--- config.mk ---
export PLATFORM = sky130hd
export DESIGN_NAME = sadc_top
export DESIGN_NICKNAME = d
export VERILOG_FILES = /design/src/core/sadc_pkg.sv /design/src/core/sadc_time_dec.sv /design/src/core/sadc_timer.sv /design/src/core/sadc_top.sv
export VERILOG_INCLUDE_DIRS = /design/src /design/src/core
export SDC_FILE = /design/constraint.sdc
export NUM_CORES = 1
export LEC_CHECK = 0
export BUFFER_PORTS_ARGS = -buffer_cell sky130_fd_sc_hd__buf_2
export CAP_MARGIN = 0
export CORE_ASPECT_RATIO = 0.5
export CORE_MARGIN = 5
export CORE_UTILIZATION = 55
export CTS_BUF_LIST = sky130_fd_sc_hd__clkbuf_8
export CTS_CLUSTER_DIAMETER = 120
export DETAILED_ROUTE_END_ITERATION = 10
export PLACE_DENSITY = 0.92
export SYNTH_ARGS = -nofsm -noshare
export SYNTH_HDL_FRONTEND = slang
export SYNTH_SLANG_ARGS = --single-unit
--- constraint.sdc ---
create_clock -name clk_i -period 3 [get_ports clk_i]
set_input_delay 0.15 -clock clk_i [delete_from_list [all_inputs] [get_ports clk_i]]
set_output_delay 0.15 -clock clk_i [all_outputs]
set_load 0.02 [all_outputs]
--- src/core/sadc_consts.svh ---
// Register word indices, field positions, reset values and timing counts of the converter sequencer
`ifndef SADC_CONSTS_SVH
`define SADC_CONSTS_SVH

`define SADC_IDX_CONTROL 4'hE
`define SADC_IDX_TIMING 4'hF
`define SADC_IDX_RES_UPPER 4'h0
`define SADC_IDX_RES_LOWER 4'h1
`define SADC_IDX_SAMPLE 4'h2
`define SADC_IDX_POWER 4'h3

`define SADC_CTL_START 7
`define SADC_CTL_MODE_HI 6
`define SADC_CTL_MODE_LO 5
`define SADC_CTL_INDIS 4
`define SADC_CTL_CHAN_HI 3
`define SADC_CTL_CHAN_LO 0
`define SADC_TIM_LADDER 5
`define SADC_TIM_TIME_HI 3
`define SADC_TIM_TIME_LO 1
`define SADC_LOW_DONE 5
`define SADC_LOW_BUSY 4

`define SADC_CONTROL_RST 8'h10
`define SADC_TIMING_RST 6'h00
`define SADC_TIMING_FIXED 8'h10

`define SADC_CYC_39 16'd39
`define SADC_CYC_78 16'd78
`define SADC_CYC_156 16'd156
`define SADC_CYC_312 16'd312
`define SADC_CYC_624 16'd624
`define SADC_CYC_1248 16'd1248

`endif

--- src/core/sadc_pkg.sv ---
// Types shared by the converter sequencer modules
package sadc_pkg;
  typedef enum logic [1:0] {
    SADC_MODE_OFF,
    SADC_MODE_SINGLE,
    SADC_MODE_RSVD,
    SADC_MODE_REPEAT
  } sadc_mode_e;

  typedef enum logic [1:0] {
    SADC_ST_IDLE,
    SADC_ST_CONV,
    SADC_ST_STORE
  } sadc_state_e;

  typedef logic [9:0] sadc_result_t;
endpackage

--- src/core/sadc_time_dec.sv ---
// Conversion time code to cycle count decoder
`timescale 1ns/1ps
`include "sadc_consts.svh"
module sadc_time_dec (
  input wire logic [2:0] code_i,
  output logic [15:0] cycles_o,
  output logic valid_o
);
  import sadc_pkg::*;
  always_comb begin
    valid_o = 1'b1;
    case (code_i)
      3'h0: cycles_o = `SADC_CYC_39;
      3'h2: cycles_o = `SADC_CYC_78;
      3'h3: cycles_o = `SADC_CYC_156;
      3'h4: cycles_o = `SADC_CYC_312;
      3'h5: cycles_o = `SADC_CYC_624;
      3'h6: cycles_o = `SADC_CYC_1248;
      default: begin
        cycles_o = `SADC_CYC_1248;
        valid_o = 1'b0;
      end
    endcase
  end
endmodule

--- src/core/sadc_timer.sv ---
// Conversion length down counter
`timescale 1ns/1ps
module sadc_timer #(
  parameter int W = 16
) (
  input wire logic clk_i,
  input wire logic rst_i,
  input wire logic load_i,
  input wire logic abort_i,
  input wire logic [W-1:0] len_i,
  output logic expire_o
);
  logic [W-1:0] cnt_q;
  logic run_q;
  if (W < 11) begin : g_width_check
    $error("Timer width too small for longest conversion");
  end
  always_ff @(posedge clk_i) begin
    if (rst_i || abort_i) begin
      run_q <= 1'b0;
      cnt_q <= '0;
    end else if (load_i) begin
      run_q <= 1'b1;
      cnt_q <= len_i - W'(2);
    end else if (run_q) begin
      if (cnt_q == '0) begin
        run_q <= 1'b0;
      end else begin
        cnt_q <= cnt_q - W'(1);
      end
    end
  end
  assign expire_o = run_q && (cnt_q == '0) && !load_i && !abort_i;
endmodule

--- src/core/sadc_top.sv ---
// Successive approximation converter sequencer with Wishbone register slave
//
// Added by the designer: the Wishbone slave port.
`timescale 1ns/1ps
`include "sadc_consts.svh"
module sadc_top #(
  parameter int CHAN_N = 8,
  parameter int TIMER_W = 16
) (
  input wire logic clk_i,
  input wire logic rst_i,
  input wire logic low_power_i,
  input wire logic wb_cyc_i,
  input wire logic wb_stb_i,
  input wire logic wb_we_i,
  input wire logic [5:0] wb_adr_i,
  input wire logic [3:0] wb_sel_i,
  input wire logic [31:0] wb_dat_i,
  output logic [31:0] wb_dat_o,
  output logic wb_ack_o,
  output logic wb_err_o,
  input wire logic [sadc_pkg::sadc_result_t'($bits(sadc_pkg::sadc_result_t))-1:0] sample_data_i,
  output logic sample_req_o,
  output logic [2:0] channel_o,
  output logic input_disable_o,
  output logic ladder_on_o,
  output logic conv_done_irq_o,
  output logic conv_busy_o
);
  import sadc_pkg::*;

  // Parameter ranges the logic can serve
  if (CHAN_N < 1 || CHAN_N > 8) begin : g_chan_check
    $error("Channel count must lie between 1 and 8");
  end
  if (TIMER_W < 11) begin : g_timer_check
    $error("Timer too narrow for the longest conversion");
  end

  logic [7:0] control_q;
  logic [5:0] timing_q;
  logic [9:0] result_q;
  logic done_q;
  logic busy_q;
  sadc_state_e state_q;
  logic [7:0] wr_data;
  logic wr_lane;
  logic req;
  logic wr_ctl;
  logic wr_tim;
  logic rd_res;
  logic addr_ok;
  logic [15:0] len;
  logic len_ok;
  logic start_go;
  logic halt;
  logic expire;
  logic restart;
  sadc_mode_e mode;
  logic [1:0] wr_mode;
  logic sel_ctl;
  logic sel_tim;
  logic sel_res;
  logic mode_run;
  logic mode_repeat;
  logic chan_ok;
  logic store;
  logic [7:0] rd_byte;

  assign req = wb_cyc_i && wb_stb_i && !wb_ack_o && !wb_err_o;
  assign wr_lane = wb_sel_i[0];
  assign wr_data = wb_dat_i[7:0];
  assign wr_mode = wr_data[`SADC_CTL_MODE_HI:`SADC_CTL_MODE_LO];

  // Word index decode
  always_comb begin
    sel_ctl = 1'b0;
    sel_tim = 1'b0;
    sel_res = 1'b0;
    case (wb_adr_i[5:2])
      `SADC_IDX_CONTROL: begin
        sel_ctl = 1'b1;
      end
      `SADC_IDX_TIMING: begin
        sel_tim = 1'b1;
      end
      `SADC_IDX_RES_UPPER, `SADC_IDX_RES_LOWER: begin
        sel_res = 1'b1;
      end
      default: begin
        sel_ctl = 1'b0;
      end
    endcase
  end

  assign addr_ok = sel_ctl || sel_tim || sel_res;
  assign wr_ctl = req && wb_we_i && wr_lane && sel_ctl;
  assign wr_tim = req && wb_we_i && wr_lane && sel_tim;
  assign rd_res = req && !wb_we_i && sel_res;

  // Mode decode; the reserved code runs nothing
  assign mode = sadc_mode_e'(control_q[`SADC_CTL_MODE_HI:`SADC_CTL_MODE_LO]);
  always_comb begin
    mode_run = 1'b0;
    mode_repeat = 1'b0;
    case (mode)
      SADC_MODE_SINGLE: begin
        mode_run = 1'b1;
      end
      SADC_MODE_REPEAT: begin
        mode_run = 1'b1;
        mode_repeat = 1'b1;
      end
      default: begin
        mode_run = 1'b0;
      end
    endcase
  end

  // Channel codes at or above the channel count are reserved
  assign chan_ok = (int'(control_q[`SADC_CTL_CHAN_HI:`SADC_CTL_CHAN_LO]) < CHAN_N);

  // Start only in a valid mode with a valid channel and time code
  assign start_go = (state_q == SADC_ST_IDLE) && control_q[`SADC_CTL_START]
                 && mode_run && chan_ok && len_ok;
  assign halt = low_power_i || (wr_ctl && (wr_mode == 2'b00) && busy_q);
  assign restart = mode_repeat && chan_ok && len_ok;
  assign store = (state_q == SADC_ST_STORE);

  sadc_time_dec u_dec (
    .code_i(timing_q[`SADC_TIM_TIME_HI:`SADC_TIM_TIME_LO]),
    .cycles_o(len),
    .valid_o(len_ok)
  );

  sadc_timer #(.W(TIMER_W)) u_timer (
    .clk_i(clk_i),
    .rst_i(rst_i),
    .load_i(start_go || (store && restart && !halt)),
    .abort_i(halt),
    .len_i(TIMER_W'(len)),
    .expire_o(expire)
  );

  // Control register
  always_ff @(posedge clk_i) begin
    if (rst_i || low_power_i) begin
      control_q <= `SADC_CONTROL_RST;
    end else if (wr_ctl) begin
      control_q <= wr_data;
    end else if (start_go) begin
      control_q[`SADC_CTL_START] <= 1'b0;
    end
  end

  // Timing register; fixed bits are kept as software writes them
  always_ff @(posedge clk_i) begin
    if (rst_i || low_power_i) begin
      timing_q <= `SADC_TIMING_RST;
    end else if (wr_tim) begin
      timing_q <= wr_data[5:0];
    end
  end

  // Sequencer
  always_ff @(posedge clk_i) begin
    if (rst_i || halt) begin
      state_q <= SADC_ST_IDLE;
    end else begin
      case (state_q)
        SADC_ST_IDLE: begin
          if (start_go) begin
            state_q <= SADC_ST_CONV;
          end
        end
        SADC_ST_CONV: begin
          if (expire) begin
            state_q <= SADC_ST_STORE;
          end
        end
        SADC_ST_STORE: begin
          state_q <= restart ? SADC_ST_CONV : SADC_ST_IDLE;
        end
        default: state_q <= SADC_ST_IDLE;
      endcase
    end
  end

  // Busy flag
  always_ff @(posedge clk_i) begin
    if (rst_i || halt) begin
      busy_q <= 1'b0;
    end else if (start_go) begin
      busy_q <= 1'b1;
    end else if (state_q == SADC_ST_STORE && !restart) begin
      busy_q <= 1'b0;
    end
  end

  // Result is stored on expiry, before the done flag rises
  always_ff @(posedge clk_i) begin
    if (rst_i || low_power_i) begin
      result_q <= '0;
    end else if (state_q == SADC_ST_CONV && expire) begin
      result_q <= sample_data_i;
    end
  end

  // Done flag: set wins over read clear
  always_ff @(posedge clk_i) begin
    if (rst_i || low_power_i) begin
      done_q <= 1'b0;
    end else if (state_q == SADC_ST_STORE) begin
      done_q <= 1'b1;
    end else if (start_go || rd_res) begin
      done_q <= 1'b0;
    end
  end

  // Interrupt pulse alongside done flag
  always_ff @(posedge clk_i) begin
    if (rst_i || low_power_i) begin
      conv_done_irq_o <= 1'b0;
    end else begin
      conv_done_irq_o <= (state_q == SADC_ST_STORE);
    end
  end

  // Sample request pulse follows the capture edge
  always_ff @(posedge clk_i) begin
    if (rst_i || low_power_i) begin
      sample_req_o <= 1'b0;
    end else begin
      sample_req_o <= (state_q == SADC_ST_CONV) && expire;
    end
  end

  // Channel to the input multiplexer
  always_ff @(posedge clk_i) begin
    if (rst_i || low_power_i) begin
      channel_o <= 3'h0;
    end else begin
      channel_o <= control_q[2:0];
    end
  end

  // Inputs stay disabled out of reset
  always_ff @(posedge clk_i) begin
    if (rst_i || low_power_i) begin
      input_disable_o <= 1'b1;
    end else begin
      input_disable_o <= control_q[`SADC_CTL_INDIS];
    end
  end

  // Ladder current during conversion or always when asked
  always_ff @(posedge clk_i) begin
    if (rst_i || low_power_i) begin
      ladder_on_o <= 1'b0;
    end else begin
      ladder_on_o <= timing_q[`SADC_TIM_LADDER] || busy_q || start_go;
    end
  end

  // Busy seen by the analog side, including the start cycle
  always_ff @(posedge clk_i) begin
    if (rst_i || low_power_i) begin
      conv_busy_o <= 1'b0;
    end else begin
      conv_busy_o <= busy_q || start_go;
    end
  end

  // Read data of the addressed register
  always_comb begin
    rd_byte = 8'h00;
    case (wb_adr_i[5:2])
      `SADC_IDX_CONTROL: begin
        rd_byte = control_q;
      end
      `SADC_IDX_TIMING: begin
        rd_byte = {2'b00, timing_q};
      end
      `SADC_IDX_RES_UPPER: begin
        rd_byte = result_q[9:2];
      end
      `SADC_IDX_RES_LOWER: begin
        rd_byte = {result_q[1:0], done_q, busy_q, 4'h0};
      end
      default: begin
        rd_byte = 8'h00;
      end
    endcase
  end

  // Wishbone ack one cycle after the request is taken
  always_ff @(posedge clk_i) begin
    if (rst_i) begin
      wb_ack_o <= 1'b0;
    end else begin
      wb_ack_o <= req && addr_ok;
    end
  end

  // Unmapped index answers with err and has no effect
  always_ff @(posedge clk_i) begin
    if (rst_i) begin
      wb_err_o <= 1'b0;
    end else begin
      wb_err_o <= req && !addr_ok;
    end
  end

  // Read data stands with ack only
  always_ff @(posedge clk_i) begin
    if (rst_i) begin
      wb_dat_o <= 32'h0000_0000;
    end else if (req && !wb_we_i) begin
      wb_dat_o <= {24'h00_0000, rd_byte};
    end else begin
      wb_dat_o <= 32'h0000_0000;
    end
  end
endmodule

; ---- Word level (Yosys, flattened, before mapping)
; Cells that the tools add are included.
[classes]
mux = 24
bitwise_logic = 1
addsub = 2
n_lt_le_gt_ge = 1
eq_ne = 15
reduce_logical = 58
[ops]
columns = cell, n
row1 = 11-bit case mux with 5 select lines, 1
row2 = 16-bit 2-to-1 mux, 3
row3 = 8-bit case mux with 4 select lines, 1
row4 = 1-bit logical AND, 26
row5 = 16-bit logical NOT, 1
row6 = 1-bit 2-to-1 mux, 16
row7 = "16-bit by 1-bit subtractor with 16-bit output, second input constant", 1
row8 = "11-bit by 2-bit subtractor with 12-bit output, second input constant", 1
row9 = 1-bit logical OR, 10
row10 = "3-bit == test, second input constant", 3
row11 = "4-bit == test, second input constant", 2
row12 = 2-bit nonzero test, 4
row13 = 1-bit logical NOT, 7
row14 = "3-bit by 2-bit == test with 1-bit output, second input constant", 2
row15 = 2-bit case mux with 3 select lines, 1
row16 = 2-bit OR reduction, 3
row17 = 6-bit OR reduction, 1
row18 = "2-bit by 1-bit == test with 1-bit output, second input constant", 2
row19 = "2-bit == test, second input constant", 2
row20 = "4-bit by 1-bit == test with 1-bit output, second input constant", 1
row21 = 2-bit logical NOT, 2
row22 = 4-bit logical NOT, 1
row23 = "4-bit less-than comparator, second input constant", 1
row24 = 2-bit 2-to-1 mux, 2
row25 = 5 further kinds, 7
[word_totals]
in_bits = 58
elab_cells = 120
regBits = 87
out_inout_bits = 42

; ---- Depth between registers and ports, before layout
[depth]
depth_word = 17
ltp_mapped = 8
depth_no_buf = 7

; ---- By module
; From an unflattened synthesis, not the netlist that was laid out.
[hier_totals]
cells_unflattened = 408
hier_area_um2 = 3538.4
[by_module_without_submodules]
columns = module, seq_area_each_um2, cells_per_inst, instances, area_each_um2
row1 = sadc_top, 920.9, 210, 1, 2005.7
row2 = sadc_timer, 340.3, 164, 1, 1246.2
row3 = sadc_time_dec, 0.0, 34, 1, 286.5

; ---- Worst setup path after synthesis
; Ideal clock, no wire load.
[synth_path]
path_kind = reg2reg
start = register u_timer.cnt_q[2]
end = register result_q[0]
period_less_slack_ps = 2055
slack_ps = 945
t_arrival_ps = 1928
t_required_ps = 2872
n_path_buf = 1
stages_incl_launch_ff = 7
setup_time_ps = 128
cell_sequence = dfxtp_1 or4_4 nand4bb_4 nor4_4 buf_6 mux2i_1 nor2_1
[synth_between]
elab_chain_len = 5
[synth_rtl]
columns = element, line_no
row1 = from (decl), sadc_timer.sv:13  ; logic [W-1:0] cnt_q;
row2 = from (signal assigned), sadc_timer.sv:24  ; cnt_q <= len_i - W'(2);
row3 = from (signal assigned), sadc_timer.sv:29  ; cnt_q <= cnt_q - W'(1);
row4 = 16-bit logical NOT, sadc_timer.sv:33  ; assign expire_o = run_q && (cnt_q == '0) && !load_i && !abort_i;
row5 = 1-bit logical AND (3 in a row), sadc_timer.sv:33
row6 = 1-bit logical AND, sadc_top.sv:204  ; end else if (state_q == SADC_ST_CONV && expire) begin
row7 = to (signal assigned), sadc_top.sv:205  ; result_q <= sample_data_i;
row8 = to (decl), sadc_top.sv:42  ; logic [9:0] result_q;
; Every way passes these cells.
; A chain may end at the register's enable or synchronous reset.

; ---- Worst setup path in the final report
[layout_path]
start = register u_timer.cnt_q[0]
end = register result_q[9]
; Same word-level chain as after synthesis.

==> impl.org <==
** Global routing
- Number of antenna violations at the first check in global routing :: 0
- The first global-routing pass estimated 11980 um of wire.
- Across every metal layer, demand over resource in global routing totals 20.49%.
- Entering global routing, the biggest net connects 27 pins.
- The number of global-route vias before repair came to 2513.
- Global routing finished with a remaining overflow of 0.

** Logic synthesis
- Leading post-synthesis cells by cell area :: sky130_fd_sc_hd__dfxtp_1 41%, sky130_fd_sc_hd__mux2i_1 7.8%, sky130_fd_sc_hd__buf_4 6.4%
- The synthesized design spends more area on one cell type than any other, namely sky130_fd_sc_hd__dfxtp_1.
- Counting every instance in the synthesized netlist gives 337.
- FF+latch count, synth :: 63
- Commonest register cell after synthesis :: sky130_fd_sc_hd__dfxtp_1
- Warnings, synthesis :: 0
- Sequential-to-total area share from yosys stat :: 41.16%
- Area share of the largest cell type after synthesis :: 41.16%
- Commonest cells in the netlist :: 63 x sky130_fd_sc_hd__dfxtp_1, 46 x sky130_fd_sc_hd__nor2_1, 26 x sky130_fd_sc_hd__buf_4
- After synthesis, the share of flip-flops with an asynchronous set or reset is 0%.
- Dividing the synthesized area by the synthesized cell count gives 9.093 um^2.
- Counting flops with a built-in enable in the synthesized netlist gives 0.
- Unique masters post-synth :: 51
- The synthesized netlist occupies a cell area of 3064 um^2.
- By instance count, the leading cell after synthesis is sky130_fd_sc_hd__dfxtp_1.

** Detailed routing
- Using the TritonRoute via totals, the vias-per-cell ratio works out to 5.744.
- Post-DR wirelength/cell :: 15.90 um
- The detailed router finished its first iteration with 226 violations.
- DRC errors left :: 0
- 1st-pass router iterations :: 5
- Antenna Violating Nets Remaining :: 0
- Routed WL :: 7218 um
- The final route contains 2608 vias.

** Power
- The worst-case IR drop observed on VDD is 313.2 uV.
- Power density over the cells :: 479.4 nW/um^2
- Summed over all cells, the static leakage comes to 1.313 nW.

** Placed design
- Weighted congestion at the end of routability-driven global placement :: 0.8881
- Hpwl dp :: 4761 um
- Count of buffers from port buffering :: 46
- Once placement finished, the instance area stood at 3233 um^2.

** Job
- The tool flagged a number of max-cap violations equal to 0.

** Timing
- The smallest clock period supported by the final layout is computed as 2.424 ns.
- The final critical path takes up 80.79% of the cycle.
- Worst slew margin :: 47.48%
- Setup violations remaining at the end of the flow were counted as 0.
- Number of max-slew violations in the final report :: 0
- Unrepaired setup endpoints after global routing :: no
- The hold violation count in the final report came to 0.
- Across all hold checks on the routed design, the worst slack comes to 0.03691 ns.
- For this run, the top clock speed supported by timing is 0.4126 GHz.
- Summed over all failing endpoints, the final setup total negative slack is 0 ns.
- Worst-margin pin slew :: 0.7836 ns
- On the final layout, the worst clock skew is 0.005718 ns.

** Clocking
- Number of gates given a new drive strength after cts :: 0
- In this run the post-CTS setup repair buffer count came out at 0.
- In this run, post-CTS hold repair placed 0 buffers.
- Counting along the longest clock path gives a buffer depth of 2.
- Buffers inserted during clock tree synthesis total 9.
- The clock reaches the later pin of the worst-skew pair after 0.34 ns.
- After clock tree synthesis, the clock-pin slew on the worst setup and hold paths is 0.07 ns.
- H-tree levels :: 3
- TritonCTS sink count :: 63
- In this run the clock root is driven by a sky130_fd_sc_hd__clkbuf_8.
- TritonCTS built the clock tree.

** Cells and area
- Synthesis-to-layout area growth :: 11.56%
- Share of final-layout standard cells stronger than drive strength 1 :: 19.16%
- For this run, the share of the core covered by cells in the final layout is 62.79%.
- 0 antenna diodes ended up in the layout.
- Multi-input gate area in the final layout :: 1583 um^2
- Registers take 1261 um^2.
- Final Net Count :: 438
- Once layout is done, the placed cells without fillers occupy 3418 um^2.
- Counting the fill cells in the layout gives 444.

** Run status
- The flow ran to the end, and the final reports show no timing, DRC or antenna violations.

** Setup path
- Data arrives at the worst endpoint at 2.63 ns.
- The worst setup path is launched from a register.
- Count of buffer and inverter cells on the critical path :: 2
- At the worst endpoint, the required time is 3.21 ns.
- Slowest cell on the critical path :: sky130_fd_sc_hd__nor3b_1
- Of all nets on the critical path, the largest fanout is 15.
- First element of the critical path :: u_timer.cnt_q[0]$_SDFFE_PP0P_
- STA classifies the critical path endpoint as a register.
- For this run, the slowest stage of the critical path takes 0.38 ns.
- Classification of the worst setup path :: reg -> reg
- Reg-to-reg critical path startpoint :: u_timer.cnt_q[0]$_SDFFE_PP0P_
- The kind of cell with the highest combined delay along the critical path is simple AND/OR/NAND/NOR gates.
- Cell Chain, Critical Path :: inv_1 -> ha_1 -> nor3b_1 -> nand4bb_4 -> nor4_4 -> buf_4 -> mux2i_1 -> nor2_1

** Hold path
- Class of the tightest hold or removal check :: in -> reg
- The worst hold path begins at rst_i.

** Floorplanning
- I/O pin cnt :: 100
- The initialized floorplan defines 19 standard-cell rows.
- Core Area :: 5444 um^2
- Die area :: 7255 um^2
- Y dimension of the die :: 62.78 um
- Width of the die :: 115.6 um
- Once the floorplan was initialized, standard cells occupied 56.29% of the core.
## path summary, 6_finish.rpt
kind	slack (ns)	to	cells after the start
worst max-delay path	0.58	result_q[9]$_SDFFE_PP0P_	8
worst min-delay path	0.04	wb_err_o$_SDFF_PP0_	2
worst max register to register	0.58	result_q[9]$_SDFFE_PP0P_	8
worst min register to register	0.48	channel_o[0]$_SDFF_PP0_	1
## flip-flops by register name, indices dropped and copies added (netlist names)
| name | cells |
|---|---|
| channel_o | 3 |
| timing_q | 6 |
| state_q | 2 |
| u_timer.run_q | 1 |
| wb_err_o | 1 |
| wb_ack_o | 1 |
| u_timer.cnt_q | 16 |
| sample_req_o | 1 |
| busy_q | 1 |
| input_disable_o | 1 |
| result_q | 10 |
| control_q | 8 |
| done_q | 1 |
| conv_busy_o | 1 |
| conv_done_irq_o | 1 |
| ladder_on_o | 1 |
| wb_dat_o | 8 |
## metrics by stage
step	total power, W	worst slack, ns	std cells
after global routing	0.001688	0.4582	454
after CTS	0.001641	0.5896	454
after detailed placement	0.0009447	0.6282	440
after floorplan	0.0009375	0.9448	360
final	0.001639	0.5765	454
after global placement	0.0009435	0.7219	440
## routing by layer
metal,global-route usage [%],up-vias,share of wire [%]
li1,-,1237,-
met1,25.21,1231,41
met2,34.65,129,49
met5,0,-,0
met4,6.881,0,1.1
met3,5.416,11,8.7
## placed cells by master (no fill, tap or decap), drive strengths merged, types with 3 or more instances in the layout
cell | Yosys | routed
o2111ai | 4 | 4
nand3 | 5 | 5
a211oi | 5 | 5
a2111o | 3 | 3
o22ai | 4 | 4
nand4 | 7 | 7
nor4 | 7 | 7
clkbuf | 14 | 10
and2 | 6 | 6
o211ai | 3 | 3
mux2i | 24 | 24
dfxtp | 63 | 63
nand2 | 17 | 17
nor3 | 8 | 8
o21ai | 8 | 8
buf | 29 | 50
a22oi | 8 | 8
nor2 | 46 | 46
a21oi | 10 | 10
inv | 10 | 10
nand3b | 3 | 3
conb | 1 | 24
xor2 | 10 | 10
a31oi | 5 | 5
nand2b | 7 | 7
## layout make-up
cell class | instances | area share (%)
inverter | 10 | 1.098
clock buffer | 10 | 4.026
clock inverter | 4 | 1.391
timing repair buffer | 50 | 7.613
sequential | 63 | 36.90
multi-input combinational | 244 | 46.30
tap | 73 | 2.672
## where the power goes
part | switching, W | internal (W)
Clock | 0.000316 | 0.000394
Combinational | 0.0000690 | 0.0000218
Sequential | 0.000000452 | 0.000837
Total | 0.000386 | 0.00125
## logic make-up (layout without fill, tap and decap cells)
logic type	after synthesis	count (layout)	synth area share, %
AOI/OAI and AO/OA	60	60	13.80
xor gates and xnor gates	11	11	3.144
adders and majority gates	2	2	0.8165
buffers and inverters	53	74	10.00
DFF	63	63	41.16
muxes	25	25	8.207
other	1	24	0.1224
and+or+nand+nor	122	122	22.74
Power figures use the tool's default switching activity.
